**config.mk**
```make
export PLATFORM = sky130hd
export DESIGN_NAME = power_off_and_interrupt_pins
export DESIGN_NICKNAME = d
export VERILOG_FILES = /design/src/rtl/pin_ctrl_pkg.sv /design/src/rtl/power_off_and_interrupt_pins.sv
export SDC_FILE = /design/constraint.sdc
export NUM_CORES = 1
export LEC_CHECK = 0
export BUFFER_PORTS_ARGS = -buffer_cell sky130_fd_sc_hd__buf_2
export CELL_PAD_IN_SITES_DETAIL_PLACEMENT = 1
export CELL_PAD_IN_SITES_GLOBAL_PLACEMENT = 1
export CORE_MARGIN = 2
export CORE_UTILIZATION = 29
export CTS_CLUSTER_DIAMETER = 100
export DETAILED_ROUTE_END_ITERATION = 7
export HOLD_SLACK_MARGIN = 0.1
export PLACE_DENSITY = 0.77
export SETUP_SLACK_MARGIN = 0.05
export SYNTH_ARGS = -nofsm -noshare
export SYNTH_HDL_FRONTEND = slang
export SYNTH_SLANG_ARGS = --single-unit
```
**constraint.sdc**
```tcl
create_clock -name sys_clk -period 2.6 [get_ports sys_clk]
set_input_delay 0.78 -clock sys_clk [delete_from_list [all_inputs] [get_ports sys_clk]]
set_output_delay 0.78 -clock sys_clk [all_outputs]
set_load 0.05 [all_outputs]
```
**src/rtl/pin_ctrl_pkg.sv**
```systemverilog
// Purpose: shared constants and types for the power-off / interrupt pin logic
// Assumes: one 10 MHz clock, no register bus
// Notes: pin drive is expressed as output value plus active-low enable
package pin_ctrl_pkg;
    // reset values
    localparam logic ARMED_RST = 1'h0;
    localparam logic PULLUP_RST = 1'h0;
    localparam logic INT_RST = 1'h0;
    localparam logic REQ_RST = 1'h0;
    localparam logic HOST_INT_RST = 1'h0;
    localparam logic TAKEN_RST = 1'h0;
    localparam logic ENABLE_D_RST = 1'h0;
    // idle level of the wire pin synchroniser after reset
    localparam logic RX_IDLE_RST = 1'h1;
    // pin drive after reset: released (high impedance)
    localparam logic PIN_OUT_RST = 1'b0;
    localparam logic PIN_OE_N_RST = 1'b1;
    // count of fault sources
    localparam int FAULT_COUNT = 7;
    // power mode codes
    typedef enum logic [1:0] {
        MODE_NORMAL = 2'b00,
        MODE_SLEEP = 2'b01,
        MODE_FULLSLEEP = 2'b10,
        MODE_HIBERNATE = 2'b11
    } power_mode_t;
    // pin function selection
    typedef enum logic [1:0] {
        FUNC_INTERRUPT = 2'b00,
        FUNC_POWER_OFF = 2'b01,
        FUNC_COMM = 2'b10,
        FUNC_UNUSED = 2'b11
    } pin_func_t;
endpackage

```
**src/rtl/power_off_and_interrupt_pins.sv**
```systemverilog
// Purpose: selects and drives the power-off pin and the single-wire pin
// Assumes: config bits and fault flags come from logic on sys_clk; host link input is a pin
// Notes: oe_n low means the pin is driven; oe_n high means high impedance
//        interrupt pins follow the fault flags two clock cycles late; no filtering is done here
//        pull-up choice is latched once after reset, so a live change is ignored until the next reset
//
// What this block does
// - select low: power-off pin interrupts, wire pin comm/unused
// - select high: power-off pin shuts down, wire pin interrupts/comm
// - arm command or enable bit sets armed flag
// - disarm command or cleared enable disables feature
// - power-off output defaults to normal state
// - power-off state only in low-voltage hibernate
// - pull-up and polarity pick power-off drive
// - power-off pin high impedance at power-on reset
// - pull-up setting captured only at reset release
// - pin select never alters flag behaviour
// - interrupt function keeps flags, no power-off signalling
// - wire pin offers host interrupt in comm mode
// - faults signal host on the selected pin
// - pull-up and polarity pick power-off pin interrupt drive
// - pull-up applies to power-off pin only
// - fault source enables on four of the seven flags
`timescale 1ns/100ps
module power_off_and_interrupt_pins
    import pin_ctrl_pkg::*;
(
    input wire logic sys_clk,                // 10 MHz system clock
    input wire logic nrst,                   // asynchronous reset, active low
    input wire logic interrupt_pin_select,   // 0: interrupt on power-off pin
    input wire logic single_wire_mode,       // 1: single-wire link is the host interface
    input wire logic power_off_enable,       // pack setting enabling power-off
    input wire logic arm_power_off_cmd,      // one-cycle arm subcommand pulse
    input wire logic disarm_power_off_cmd,   // one-cycle disarm subcommand pulse
    input wire logic power_off_pin_polarity, // power-off polarity
    input wire logic pin_pullup_enable,      // pull-up option for power-off pin
    input wire logic interrupt_polarity,     // interrupt polarity
    input wire logic [1:0] power_mode,       // current power mode
    input wire logic hibernate_low_voltage,  // hibernate entered due to low cell voltage
    input wire logic charge_level_flag,
    input wire logic high_voltage_flag,
    input wire logic low_voltage_flag,
    input wire logic hot_charge_flag,
    input wire logic hot_discharge_flag,
    input wire logic internal_short_flag,
    input wire logic tab_loss_flag,
    input wire logic hot_charge_time_nonzero,
    input wire logic hot_discharge_time_nonzero,
    input wire logic internal_short_enable,
    input wire logic tab_loss_enable,
    input wire logic comm_tx_out,            // link transmitter drive value
    input wire logic comm_tx_oe_n,           // link transmitter enable, active low
    input wire logic comm_host_int_req,      // link acknowledge pulse from link logic; clears the pending host interrupt
    input wire logic single_wire_pin_in,     // pad level of the single-wire pin
    output logic comm_rx,                    // synchronised single-wire level
    output logic comm_host_int_pending,      // host interrupt to be offered on the link
    output logic power_off_armed_flag,       // status word: feature armed
    output logic power_off_request_flag,     // status word: power-off condition present
    output logic interrupt_active,           // interrupt condition, for status
    output logic power_off_pin_out,
    output logic power_off_pin_oe_n,
    output logic single_wire_pin_out,
    output logic single_wire_pin_oe_n
);

    logic armed_reg;          // power-off feature armed
    logic pullup_reg;         // pull-up setting latched after reset
    logic pullup_taken_reg;   // pull-up already captured since reset
    logic int_reg;            // registered interrupt condition
    logic req_reg;            // registered power-off request
    logic rx_meta_reg;        // first synchroniser stage
    logic rx_sync_reg;        // second synchroniser stage
    logic host_int_reg;       // pending link host interrupt
    logic po_out_reg;
    logic po_oe_n_reg;
    logic sw_out_reg;
    logic sw_oe_n_reg;
    logic enable_d_reg;       // previous enable bit, for edge detection

    // combinational next values and decodes
    logic [FAULT_COUNT-1:0] fault_flags; // raw fault levels, one bit per source
    logic [FAULT_COUNT-1:0] fault_enables; // per-source enable
    logic [FAULT_COUNT-1:0] fault_live; // faults that may raise the interrupt
    logic int_next;
    logic req_next;
    pin_func_t po_func;
    pin_func_t sw_func;
    logic po_out_next;
    logic po_oe_n_next;
    logic sw_out_next;
    logic sw_oe_n_next;

    // fault sources and their enables
    assign fault_flags = {tab_loss_flag, internal_short_flag, hot_discharge_flag, hot_charge_flag,
                          low_voltage_flag, high_voltage_flag, charge_level_flag};
    assign fault_enables = {tab_loss_enable, internal_short_enable, hot_discharge_time_nonzero,
                            hot_charge_time_nonzero, 1'h1, 1'h1, 1'h1};

    // one gate per source
    genvar gi;
    generate
        for (gi = 0; gi < FAULT_COUNT; gi = gi + 1) begin : g_fault
            assign fault_live[gi] = fault_flags[gi] & fault_enables[gi];
        end
    endgenerate

    // level interrupt: follows the enabled faults, clears when all are gone
    assign int_next = |fault_live;

    // power-off condition, independent of pin selection
    assign req_next = armed_reg && (power_mode == MODE_HIBERNATE) && hibernate_low_voltage;

    // pin function decode
    always_comb begin
        if (!interrupt_pin_select) begin
            po_func = FUNC_INTERRUPT;
            sw_func = single_wire_mode ? FUNC_COMM : FUNC_UNUSED;
        end else begin
            po_func = FUNC_POWER_OFF;
            sw_func = single_wire_mode ? FUNC_COMM : FUNC_INTERRUPT;
        end
    end

    // power-off pin drive tables; pull-up uses the latched copy
    // out and oe_n are both set on every path, so no latch is inferred
    always_comb begin
        po_out_next = PIN_OUT_RST;
        po_oe_n_next = PIN_OE_N_RST;
        case (po_func)
            FUNC_POWER_OFF: begin
                // request false is the normal state; interrupt function never reaches here
                case ({pullup_reg, power_off_pin_polarity})
                    2'h0: begin
                        // normal released, power-off pulls low
                        po_out_next = 1'h0;
                        po_oe_n_next = ~req_reg;
                    end
                    2'h1: begin
                        // normal low, power-off released for an external pull-up
                        po_out_next = 1'h0;
                        po_oe_n_next = req_reg;
                    end
                    2'h2: begin
                        // push-pull, normal high
                        po_out_next = ~req_reg;
                        po_oe_n_next = 1'h0;
                    end
                    default: begin
                        // push-pull, normal low
                        po_out_next = req_reg;
                        po_oe_n_next = 1'h0;
                    end
                endcase
            end
            FUNC_INTERRUPT: begin
                // power-off signalling is suppressed here, flags still run
                case ({pullup_reg, interrupt_polarity})
                    2'h0: begin
                        po_out_next = 1'h0;
                        po_oe_n_next = ~int_reg;
                    end
                    2'h1: begin
                        po_out_next = 1'h0;
                        po_oe_n_next = int_reg;
                    end
                    2'h2: begin
                        po_out_next = ~int_reg;
                        po_oe_n_next = 1'h0;
                    end
                    default: begin
                        po_out_next = int_reg;
                        po_oe_n_next = 1'h0;
                    end
                endcase
            end
            default: begin
                // no other function reaches this pin; keep it released
                po_out_next = PIN_OUT_RST;
                po_oe_n_next = PIN_OE_N_RST;
            end
        endcase
    end

    // single-wire pin drive; no pull-up option on this pin
    always_comb begin
        sw_out_next = PIN_OUT_RST;
        sw_oe_n_next = PIN_OE_N_RST;
        case (sw_func)
            FUNC_COMM: begin
                sw_out_next = comm_tx_out;
                sw_oe_n_next = comm_tx_oe_n;
            end
            FUNC_INTERRUPT: begin
                // open-drain style only, always drives low; polarity chooses when the pin is driven
                // no pull-up option here: the latched pull-up bit is never read for this pin
                sw_out_next = 1'h0;
                sw_oe_n_next = interrupt_polarity ? int_reg : ~int_reg;
            end
            default: begin
                sw_out_next = PIN_OUT_RST; // unused: released
                sw_oe_n_next = PIN_OE_N_RST;
            end
        endcase
    end

    // armed flag: arm wins over disarm in the same cycle so no request is lost
    // a held enable bit arms only on its rising edge, so a later disarm command still acts
    always_ff @(posedge sys_clk or negedge nrst) begin
        if (!nrst) begin
            armed_reg <= ARMED_RST;
            enable_d_reg <= ENABLE_D_RST;
        end else begin
            enable_d_reg <= power_off_enable;
            if (arm_power_off_cmd || (power_off_enable && !enable_d_reg)) begin
                armed_reg <= 1'h1;
            end else if (disarm_power_off_cmd || (!power_off_enable && enable_d_reg)) begin
                armed_reg <= 1'h0;
            end
        end
    end

    // pull-up captured once after reset release; later changes wait for next reset
    always_ff @(posedge sys_clk or negedge nrst) begin
        if (!nrst) begin
            pullup_reg <= PULLUP_RST;
            pullup_taken_reg <= TAKEN_RST;
        end else if (!pullup_taken_reg) begin
            pullup_reg <= pin_pullup_enable;
            pullup_taken_reg <= 1'h1;
        end
    end

    // registered conditions
    // the power-off pin reads both, so a fault and a power-off request line up in time
    always_ff @(posedge sys_clk or negedge nrst) begin
        if (!nrst) begin
            int_reg <= INT_RST;
            req_reg <= REQ_RST;
        end else begin
            int_reg <= int_next;
            req_reg <= req_next;
        end
    end

    // link host-interrupt: set wins over the link's acknowledge
    // a fault that stands through the acknowledge keeps the request pending
    always_ff @(posedge sys_clk or negedge nrst) begin
        if (!nrst) begin
            host_int_reg <= HOST_INT_RST;
        end else if (sw_func == FUNC_COMM && int_next) begin
            host_int_reg <= 1'h1;
        end else if (comm_host_int_req || sw_func != FUNC_COMM) begin
            host_int_reg <= 1'h0;
        end
    end

    // pin input synchroniser
    // resets to the idle-high level so the link sees no false edge after reset
    always_ff @(posedge sys_clk or negedge nrst) begin
        if (!nrst) begin
            rx_meta_reg <= RX_IDLE_RST;
            rx_sync_reg <= RX_IDLE_RST;
        end else begin
            rx_meta_reg <= single_wire_pin_in;
            rx_sync_reg <= rx_meta_reg;
        end
    end

    // pin drive registers; released during reset whatever the polarity
    // outputs are taken straight from these flops, so the pads never see decode glitches
    always_ff @(posedge sys_clk or negedge nrst) begin
        if (!nrst) begin
            po_out_reg <= PIN_OUT_RST;
            po_oe_n_reg <= PIN_OE_N_RST;
            sw_out_reg <= PIN_OUT_RST;
            sw_oe_n_reg <= PIN_OE_N_RST;
        end else if (!pullup_taken_reg) begin
            // first cycle: pull-up not yet known, keep pins released
            po_out_reg <= PIN_OUT_RST;
            po_oe_n_reg <= PIN_OE_N_RST;
            sw_out_reg <= PIN_OUT_RST;
            sw_oe_n_reg <= PIN_OE_N_RST;
        end else begin
            po_out_reg <= po_out_next;
            po_oe_n_reg <= po_oe_n_next;
            sw_out_reg <= sw_out_next;
            sw_oe_n_reg <= sw_oe_n_next;
        end
    end

    // every output below is a plain copy of a register
    assign comm_rx = rx_sync_reg;
    assign comm_host_int_pending = host_int_reg;
    assign power_off_armed_flag = armed_reg;
    assign power_off_request_flag = req_reg;
    assign interrupt_active = int_reg;
    assign power_off_pin_out = po_out_reg;
    assign power_off_pin_oe_n = po_oe_n_reg;
    assign single_wire_pin_out = sw_out_reg;
    assign single_wire_pin_oe_n = sw_oe_n_reg;

endmodule
```
==> Word level (Yosys, flattened, before mapping) <==
Index checks and enable logic that the tools add are counted.
W data, S select, Z words.
{ "classes": {"n_bitwise": 6, "eq_ne": 8, "n_reduce_logical": 19, "muxes": 21} }
{ "ops": {"columns": ["operator", "count"], "rows": [
  ["$pmux W1 S2", 7],
  ["$mux W1", 12],
  ["$eq A2 B2 Y1 const B", 4],
  ["$logic_not A2 Y1", 4],
  ["$reduce_or A7 Y1", 1],
  ["$logic_and A1 B1 Y1", 5],
  ["$and A1 B1 Y1", 4],
  ["$eq A2 B1 Y1 const B", 2],
  ["$mux W2", 2],
  ["$reduce_bool A2 Y1", 2],
  ["$reduce_or A2 Y1", 2],
  ["$logic_or A1 B1 Y1", 3],
  ["$logic_not A1 Y1", 2],
  ["$ne A2 B2 Y1 const B", 1],
  ["$not A1 Y1", 2],
  ["$eq A1 B1 Y1 const B", 1]
]} }
{ "word_totals": {"inputBits": 28, "regBits": 13} }

==> Logic depth before layout (Yosys ltp) <==
Gate-level depths: netlist of the first run.
{ "logic_depth": {"word_depth": 6, "mapped_depth": 3, "depth_no_buf": 3} }

==> Worst setup path before layout of the first run <==
Ideal clock, no wire load.
{ "synth_timing": {"path_type": "register -> output", "startpoint": "register rx_sync_reg, in the netlist comm_rx", "endpoint": "output port comm_rx", "path_slack_ns": 1.164, "arrival_time_ns": 0.656, "required_ns": 1.820, "path_stages_with_launch": 1, "path_buffers": 0, "cell_sequence": "dfstp_2"} }
{ "synth_lines": {"columns": ["element", "line", "text"], "rows": [
  ["start: declaration", "power_off_and_interrupt_pins.sv:72", "logic rx_sync_reg;"],
  ["start signal: assignment", "power_off_and_interrupt_pins.sv:265", "rx_sync_reg <= rx_meta_reg;"],
  ["end: declaration", "power_off_and_interrupt_pins.sv:55", "output logic comm_rx,"]
]} }
No word-level cell between the ends.

==> Worst setup path after layout of the first run <==
{ "layout_timing": {"startpoint": "register rx_sync_reg, in the netlist comm_rx", "endpoint": "output port comm_rx"} }
No word-level cell between the ends.

==> flow_summary.ini, run 1 <==
[global_routing]
grt_pass1_vias = 424
grt-ovfl-total = 0
grt_max_degree = 14
grt_pass1_wl_um = 1710
antenna_found_initial = 0
grtUsageTotal = 0.120

[logic_synthesis]
yosysWarnings = 0
synthDominantCellAreaShare = 0.452
syn-cell-area_um2 = 498
ys_ff_latch = 13
synthTopCellsByArea = dfrtp_1 45%, dfstp_2 21%, xnor2_1 3.5%
synth_cell_types = 20
netlist_instances = 37
post_synth.cell_area_avg_um2 = 13.5
yosysSeqAreaShare = 0.663
synth_top_area_cell = dfrtp_1
syn_nets = 65

[pwr]
p_sw_frac = 0.273
powerDensity_nw_per_um2 = 580
p_leak_nw = 0.371
ir_drop_v = 0.000233
internal-power_mw = 0.305
pwr-share-clk = 0.288
p_sw_mw = 0.115
p_comb_frac = 0.186
power_frac_seq = 0.526

[sta]
rsz0062_at_grt = false
period_needed_ps = 1820
finalSetupViolCount = 0
finalCritPeriodShare = 0.699
tns_ps = 0
hold_viol_final = 0
max_freq_mhz = 550
report.final.slew_viol_count = 0
clock_skew_ps = 1.99

[worst_setup_path]
critPathRequiredTime_ps = 1820
crit_chain = buf_2
arrival_ps = 1040
path_class = flip-flop to output pin
worst_setup_path_end_kind = output pin
path_max_fanout = 1
slowest_stage = dfstp_2
cp_num_buf_inv = 1
rr_startpoint = interrupt_active
path_delay_family = flip-flops
startpoint_type = flip-flop
critPathLaunch = comm_rx
max_stage_delay_ps = 520

[clock_network]
ctsHoldBuffers = 0
clkTransAtPathRegs_ps = 80
clk_latency_ps = 270
cts_root_buf = clkbuf_4
cts_tree = built
cts_resized = 0
postCtsSetupBuffers = 0
cts_max_path_buffers = 2
htreeDepth = 1
cts_buffers = 3
cts.sinks = 13

[routing]
ant_nets = 0
drt-initial-drc-count = 2
dr.pass1.iters = 2
wirelength_um = 1120
post_drt_wl_per_cell_um = 12.1
drc = 0
routed_via_density = 4.53
vias = 421

[place]
placed_cells = 89
gp_congestion = 0.670
portBuffers = 36

[die]
ioPinCount = 37
chipHeight_um = 45.4
fp.dieW_um = 45.4
core_area_um2 = 1560
initial_utilization = 0.319
die_area_um2 = 2060
fp-row-count = 14

[layout]
n_antenna_cell = 0
instances_no_fill = 93
layout.nets = 106
layout-drive-gt1-share = 0.610
synthToLayoutAreaGrowth_pct = 45.5

[run]
cap_violations = 0

[hold_path]
hp-class = flip-flop to flip-flop
worst_hold_startpoint = rx_meta_reg

[status]
status = complete, no violations
[power by group through the flow]
stage               Combinational (mW)  Sequential (mW)  Clock, mW
finish                          0.0783            0.221      0.121
global route                    0.0849            0.223      0.136
CTS                             0.0796            0.221      0.126
detailed placement              0.0794            0.225          0
global placement                0.0777            0.224          0
floorplan                       0.0163            0.252          0
[routing by layer]
layer  routed length, um  vias up  global-route usage
met1                 422      197               0.119
met3                  88        2              0.0437
met4                  18        0              0.0647
li1                    -      206                   -
met2                 592       16               0.214
met5                   0        -                   0
[stage by stage]
stage,util,setup slack [ps],power [mW],cell area (um^2),hold WS (ps)
floorplan,-,1160,0.268,498,345
global placement,0.448,1080,0.302,698,348
detailed placement,0.448,1080,0.304,698,356
CTS,0.465,772,0.427,724,368
global route,0.465,748,0.443,724,374
finish,0.465,783,0.420,724,361
[cell usage in the layout, fill, tap and decap left out, types with 2 or more instances in the layout]
cell and count:
buf_2 36, dfrtp_1 9, dfstp_2 4, o21ai_0 3, clkbuf_4 3, nor2b_1 2, xnor2_1 2, inv_1 2
nand2b_1 2
[final timing paths]
kind | endpoint | cells after the start | slack (ps)
max in group asynchronous | rx_meta_reg | 1 | 1950
setup / recovery | comm_rx | 1 | 780
setup reg to reg | power_off_pin_oe_n | 3 | 1660
min in group asynchronous | power_off_pin_out | 1 | 380
hold / removal | comm_rx | 0 | 360
hold reg to reg | comm_rx | 0 | 360
[logic make-up after synthesis]
logic type / share of synthesized area
flip-flops: 0.663
AND/OR/NAND/NOR: 0.151
AO/OA/AOI/OAI: 0.0854
XOR/XNOR: 0.0352
buffers and inverters: 0.0151
adder cells (fa/ha/maj): 0.0226
other: 0.00753
multiplexers: 0.0201
[area by class of cell]
cell class                 instances  area [um^2]
sequential                        13          330
inverter                           2         7.51
timing repair buffer              36          180
clock buffer                       4         26.3
tap                               16         20.0
multi-input combinational         22          160
fill                             197          835
[cell usage after synthesis]
| master | count |
|---|---|
| a22oi_1 | 1 |
| inv_1 | 2 |
| o21a_1 | 1 |
| a22oi_2 | 1 |
| xnor2_1 | 2 |
| and4_1 | 1 |
| nor2b_1 | 2 |
| nand3_2 | 1 |
| o21ai_0 | 3 |
| mux2i_1 | 1 |
| nor3_2 | 1 |
| nand2b_1 | 2 |
| and3_1 | 1 |
| nor2_1 | 1 |
| maj3_2 | 1 |
| conb_1 | 1 |
| dfstp_2 | 4 |
| nand2_1 | 1 |
| dfrtp_1 | 9 |
| nor3b_1 | 1 |
Note: power is estimated with default switching activity, not from simulation.
==> run 2, diff against run 1 <==
--- a/config.mk
+++ b/config.mk
@@ -9,11 +9,11 @@
 export CELL_PAD_IN_SITES_DETAIL_PLACEMENT = 1
 export CELL_PAD_IN_SITES_GLOBAL_PLACEMENT = 1
 export CORE_MARGIN = 2
-export CORE_UTILIZATION = 29
+export CORE_UTILIZATION = 27
 export CTS_CLUSTER_DIAMETER = 100
 export DETAILED_ROUTE_END_ITERATION = 7
 export HOLD_SLACK_MARGIN = 0.1
-export PLACE_DENSITY = 0.77
+export PLACE_DENSITY = 0.73
 export SETUP_SLACK_MARGIN = 0.05
 export SYNTH_ARGS = -nofsm -noshare
 export SYNTH_HDL_FRONTEND = slang
==> constraint.sdc (replaced) <==
create_clock -name sys_clk -period 1.8 [get_ports sys_clk]
set_input_delay 0.54 -clock sys_clk [delete_from_list [all_inputs] [get_ports sys_clk]]
set_output_delay 0.54 -clock sys_clk [all_outputs]
set_load 0.05 [all_outputs]
==> flow_summary.ini, run 2 (same netlist as run 1, synthesis figures left out) <==
[status]
status = complete, no violations

[die]
ioPinCount = 37
core_area_um2 = 1730
fp.dieW_um = 46.9
chipHeight_um = 46.9
fp-row-count = 15
die_area_um2 = 2200
initial_utilization = 0.288

[routing]
post_drt_wl_per_cell_um = 10.8
wirelength_um = 1100
routed_via_density = 4.05
drt-initial-drc-count = 1
ant_nets = 0
vias = 413
dr.pass1.iters = 2
drc = 0

[clock_network]
postCtsSetupBuffers = 0
clkTransAtPathRegs_ps = 80
cts_resized = 0
clk_latency_ps = 260
cts_tree = built
ctsHoldBuffers = 0
cts.sinks = 13
cts_buffers = 3
cts_max_path_buffers = 2
cts_root_buf = clkbuf_4
htreeDepth = 1

[worst_setup_path]
critPathRequiredTime_ps = 1260
rr_startpoint = interrupt_active
startpoint_type = flip-flop
critPathLaunch = single_wire_pin_oe_n
path_depth = 1
cp_num_buf_inv = 1
worst_setup_path_end_kind = output pin
path_max_fanout = 1
slowest_stage = dfstp_2
ff2ff_path_depth = 3
regToRegEndpoint = power_off_pin_oe_n
rrSetupSlack_ps = 830
path_delay_family = flip-flops
arrival_ps = 1030
crit_chain = buf_2
path_class = flip-flop to output pin
endpoint = single_wire_pin_oe_n
max_stage_delay_ps = 520

[layout]
layout-drive-gt1-share = 0.610
multiInputGateArea_um2 = 160
layout.nets = 106
n_antenna_cell = 0
synthToLayoutAreaGrowth_pct = 47.7
mostFrequentLayoutCells = 36 x buf_2, 9 x dfrtp_1, 4 x dfstp_2, 3 x o21ai_0, 3 x clkbuf_4
register_area_um2 = 330
mostFrequentLayoutCell = buf_2
nFillCells = 215

[pwr]
powerDensity_nw_per_um2 = 823
ir_drop_v = 0.000333
power.total_mw = 0.606
p_leak_nw = 0.371

[place]
portBuffers = 36
gp_congestion = 0.673
place_hpwl_um = 943

[sta]
hold_viol_final = 0
finalCritPeriodShare = 0.874
rsz0062_at_grt = false
max_freq_mhz = 636
tns_ps = 0
period_needed_ps = 1570
report.final.slew_viol_count = 0
finalSetupViolCount = 0
clock_skew_ps = 0.297

[global_routing]
grt_pass1_vias = 438
grt_max_degree = 14
antenna_found_initial = 0
grt_pass1_wl_um = 1940
grtUsageTotal = 0.127
grt-ovfl-total = 0

[hold_path]
hp-class = input port to async pin

[run]
cap_violations = 0
run 2: cell counts in the layout (fill, tap and decap cells not counted):
No cell type changed its count.
run 2: worst register-to-register path: cells and delay by family, from the launching register on:
| kind | cells | cell delay [ps] |
|---|---|---|
| AO/OA/AOI/OAI | 1 | 170 |
| XOR/XNOR | 1 | 210 |
| flip-flops | 1 | 400 |
| multiplexers | 1 | 120 |
run 2: worst min path at each step:
stage / endpoint / startpoint / cells after the start / slack (ps)
floorplan: comm_host_int_pending / nrst / 0 / 240
global placement: comm_rx / rx_meta_reg / 0 / 350
detailed placement: comm_rx / rx_meta_reg / 0 / 350
CTS: single_wire_pin_out / nrst / 1 / 140
global route: single_wire_pin_out / nrst / 1 / 140
finish: single_wire_pin_out / nrst / 1 / 140
run 2: area by class of cell:
class                      count  area share
inverter                       2      0.0102
multi-input combinational     22       0.218
clock buffer                   4      0.0357
timing repair buffer          36       0.245
sequential                    13       0.449
tap                           25      0.0425
run 2: through the flow:
step           hold slack (ps)  cells  instance area, um^2   util  setup slack (ps)
6_report                   144    102                  736  0.426               227
5_1_grt                    141    102                  736  0.426               179
4_1_cts                    145    102                  736  0.426               209
3_5_place_dp               348     98                  709  0.411               513
3_3_place_gp               348     98                  709  0.411               524
2_1_floorplan              244     37                  498      -               604
run 2: power by group:
group / switching (mW) / leakage (nW) / internal (mW)
combinational: 0.0708 / 0.206 / 0.0431
clock: 0.0876 / 0.0150 / 0.0856
sequential: 0.00655 / 0.149 / 0.312
total: 0.165 / 0.371 / 0.441
run 2: per-layer routing:
layer  vias to the layer above  GRT usage  wire [um]
li1                        205          -          -
met3                         0     0.0346         59
met5                         -          0          0
met2                        14      0.227        599
met1                       194      0.143        441
met4                         0     0.0500          0
==> run 3, diff against run 2 <==
--- a/config.mk
+++ b/config.mk
@@ -6,8 +6,10 @@
 export NUM_CORES = 1
 export LEC_CHECK = 0
 export BUFFER_PORTS_ARGS = -buffer_cell sky130_fd_sc_hd__buf_2
+export CAP_MARGIN = 20
 export CELL_PAD_IN_SITES_DETAIL_PLACEMENT = 1
 export CELL_PAD_IN_SITES_GLOBAL_PLACEMENT = 1
+export CORE_ASPECT_RATIO = 1.4
 export CORE_MARGIN = 2
 export CORE_UTILIZATION = 27
 export CTS_CLUSTER_DIAMETER = 100
==> flow_summary.ini, run 3 (same netlist as run 1, synthesis figures left out) <==
[global_routing]
grtUsageTotal = 0.127
grt_max_degree = 14
antenna_found_initial = 0
grt_pass1_vias = 415
grt-ovfl-total = 0
grt_pass1_wl_um = 1730

[routing]
wirelength_um = 1140
vias = 448
drc = 0
drt-initial-drc-count = 1
dr.pass1.iters = 4
post_drt_wl_per_cell_um = 11.7
ant_nets = 0
routed_via_density = 4.62

[sta]
period_needed_ps = 1580
finalSetupViolCount = 0
report.final.slew_viol_count = 0
rsz0062_at_grt = false
tns_ps = 0
max_freq_mhz = 632
finalCritPeriodShare = 0.879
hold_viol_final = 0
clock_skew_ps = 4.28

[worst_setup_path]
path_class = flip-flop to output pin
worst_setup_path_end_kind = output pin
startpoint_type = flip-flop
slowest_stage = dfstp_2
path_depth = 1
max_stage_delay_ps = 520
rrSetupSlack_ps = 860
arrival_ps = 1040
regToRegEndpoint = power_off_pin_oe_n
ff2ff_path_depth = 3
path_delay_family = flip-flops
crit_chain = buf_2
cp_num_buf_inv = 1
rr_startpoint = interrupt_active
path_max_fanout = 1
critPathRequiredTime_ps = 1260

[pwr]
powerDensity_nw_per_um2 = 832
internal-power_mw = 0.441
power_frac_seq = 0.526
p_sw_frac = 0.273
pwr-share-clk = 0.289
ir_drop_v = 0.000294
p_sw_mw = 0.166
p_comb_frac = 0.186
p_leak_nw = 0.371

[die]
fp-row-count = 18
ioPinCount = 37
fp.dieW_um = 40.3
initial_utilization = 0.283
core_area_um2 = 1760
chipHeight_um = 54.8
die_area_um2 = 2210

[clock_network]
ctsHoldBuffers = 0
clk_latency_ps = 270
cts_root_buf = clkbuf_4
cts_max_path_buffers = 2
cts_resized = 0
postCtsSetupBuffers = 0
clkTransAtPathRegs_ps = 80
cts.sinks = 13
cts_tree = built
cts_buffers = 3
htreeDepth = 1

[layout]
layout-drive-gt1-share = 0.610
final_cell_area_um2 = 729
mostFrequentLayoutCell = buf_2
final_core_util = 0.415
mostFrequentLayoutCells = 36 x buf_2, 9 x dfrtp_1, 4 x dfstp_2, 3 x o21ai_0, 3 x clkbuf_4
synthToLayoutAreaGrowth_pct = 46.5
layout.nets = 106
n_antenna_cell = 0

[place]
portBuffers = 36
place_hpwl_um = 991
placed_area_um2 = 703
gp_congestion = 0.632

[status]
status = complete, no violations

[run]
cap_violations = 0

[hold_path]
hp-class = input port to async pin
run 3: final cells by class:
| cell class | instances | area [um^2] |
|---|---|---|
| inverters | 2 | 7.51 |
| fillers | 211 | 1030 |
| well taps | 20 | 25.0 |
| clock buffers | 4 | 26.3 |
| multi-input cells | 22 | 160 |
| repair buffers | 36 | 180 |
| flip-flops and latches | 13 | 330 |
run 3: how the worst max path moves through the flow:
| stage | start | end | slack, ps |
|---|---|---|---|
| 2_1_floorplan | comm_rx | comm_rx | 600 |
| 5_1_grt | power_off_pin_oe_n | power_off_pin_oe_n | 170 |
| 6_report | power_off_pin_oe_n | power_off_pin_oe_n | 220 |
| 4_1_cts | comm_rx | comm_rx | 200 |
| 3_5_place_dp | comm_rx | comm_rx | 500 |
| 3_3_place_gp | comm_rx | comm_rx | 520 |
run 3: through the flow:
| stage | worst slack, ps | total power, mW | instances | hold slack (ps) |
|---|---|---|---|---|
| finish | 218 | 0.607 | 97 | 136 |
| global placement | 521 | 0.436 | 93 | 347 |
| detailed placement | 503 | 0.440 | 93 | 358 |
| global route | 174 | 0.646 | 97 | 142 |
| CTS | 197 | 0.619 | 97 | 144 |
| floorplan | 604 | 0.387 | 37 | 244 |
run 3: power groups by stage:
| stage | clock, mW | combinational (mW) | sequential [mW] |
|---|---|---|---|
| after global routing | 0.202 | 0.123 | 0.321 |
| after CTS | 0.184 | 0.115 | 0.320 |
| final | 0.175 | 0.113 | 0.319 |
| after floorplan | 0 | 0.0236 | 0.364 |
| after global placement | 0 | 0.112 | 0.324 |
| after detailed placement | 0 | 0.115 | 0.325 |
run 3: per-layer routing:
| metal | vias up | track usage | part of all wire |
|---|---|---|---|
| met3 | 5 | 0.0325 | 0.089 |
| met2 | 25 | 0.218 | 0.60 |
| met5 | - | 0 | 0 |
| met4 | 0 | 0.133 | 0.046 |
| met1 | 213 | 0.109 | 0.26 |
| li1 | 205 | - | - |
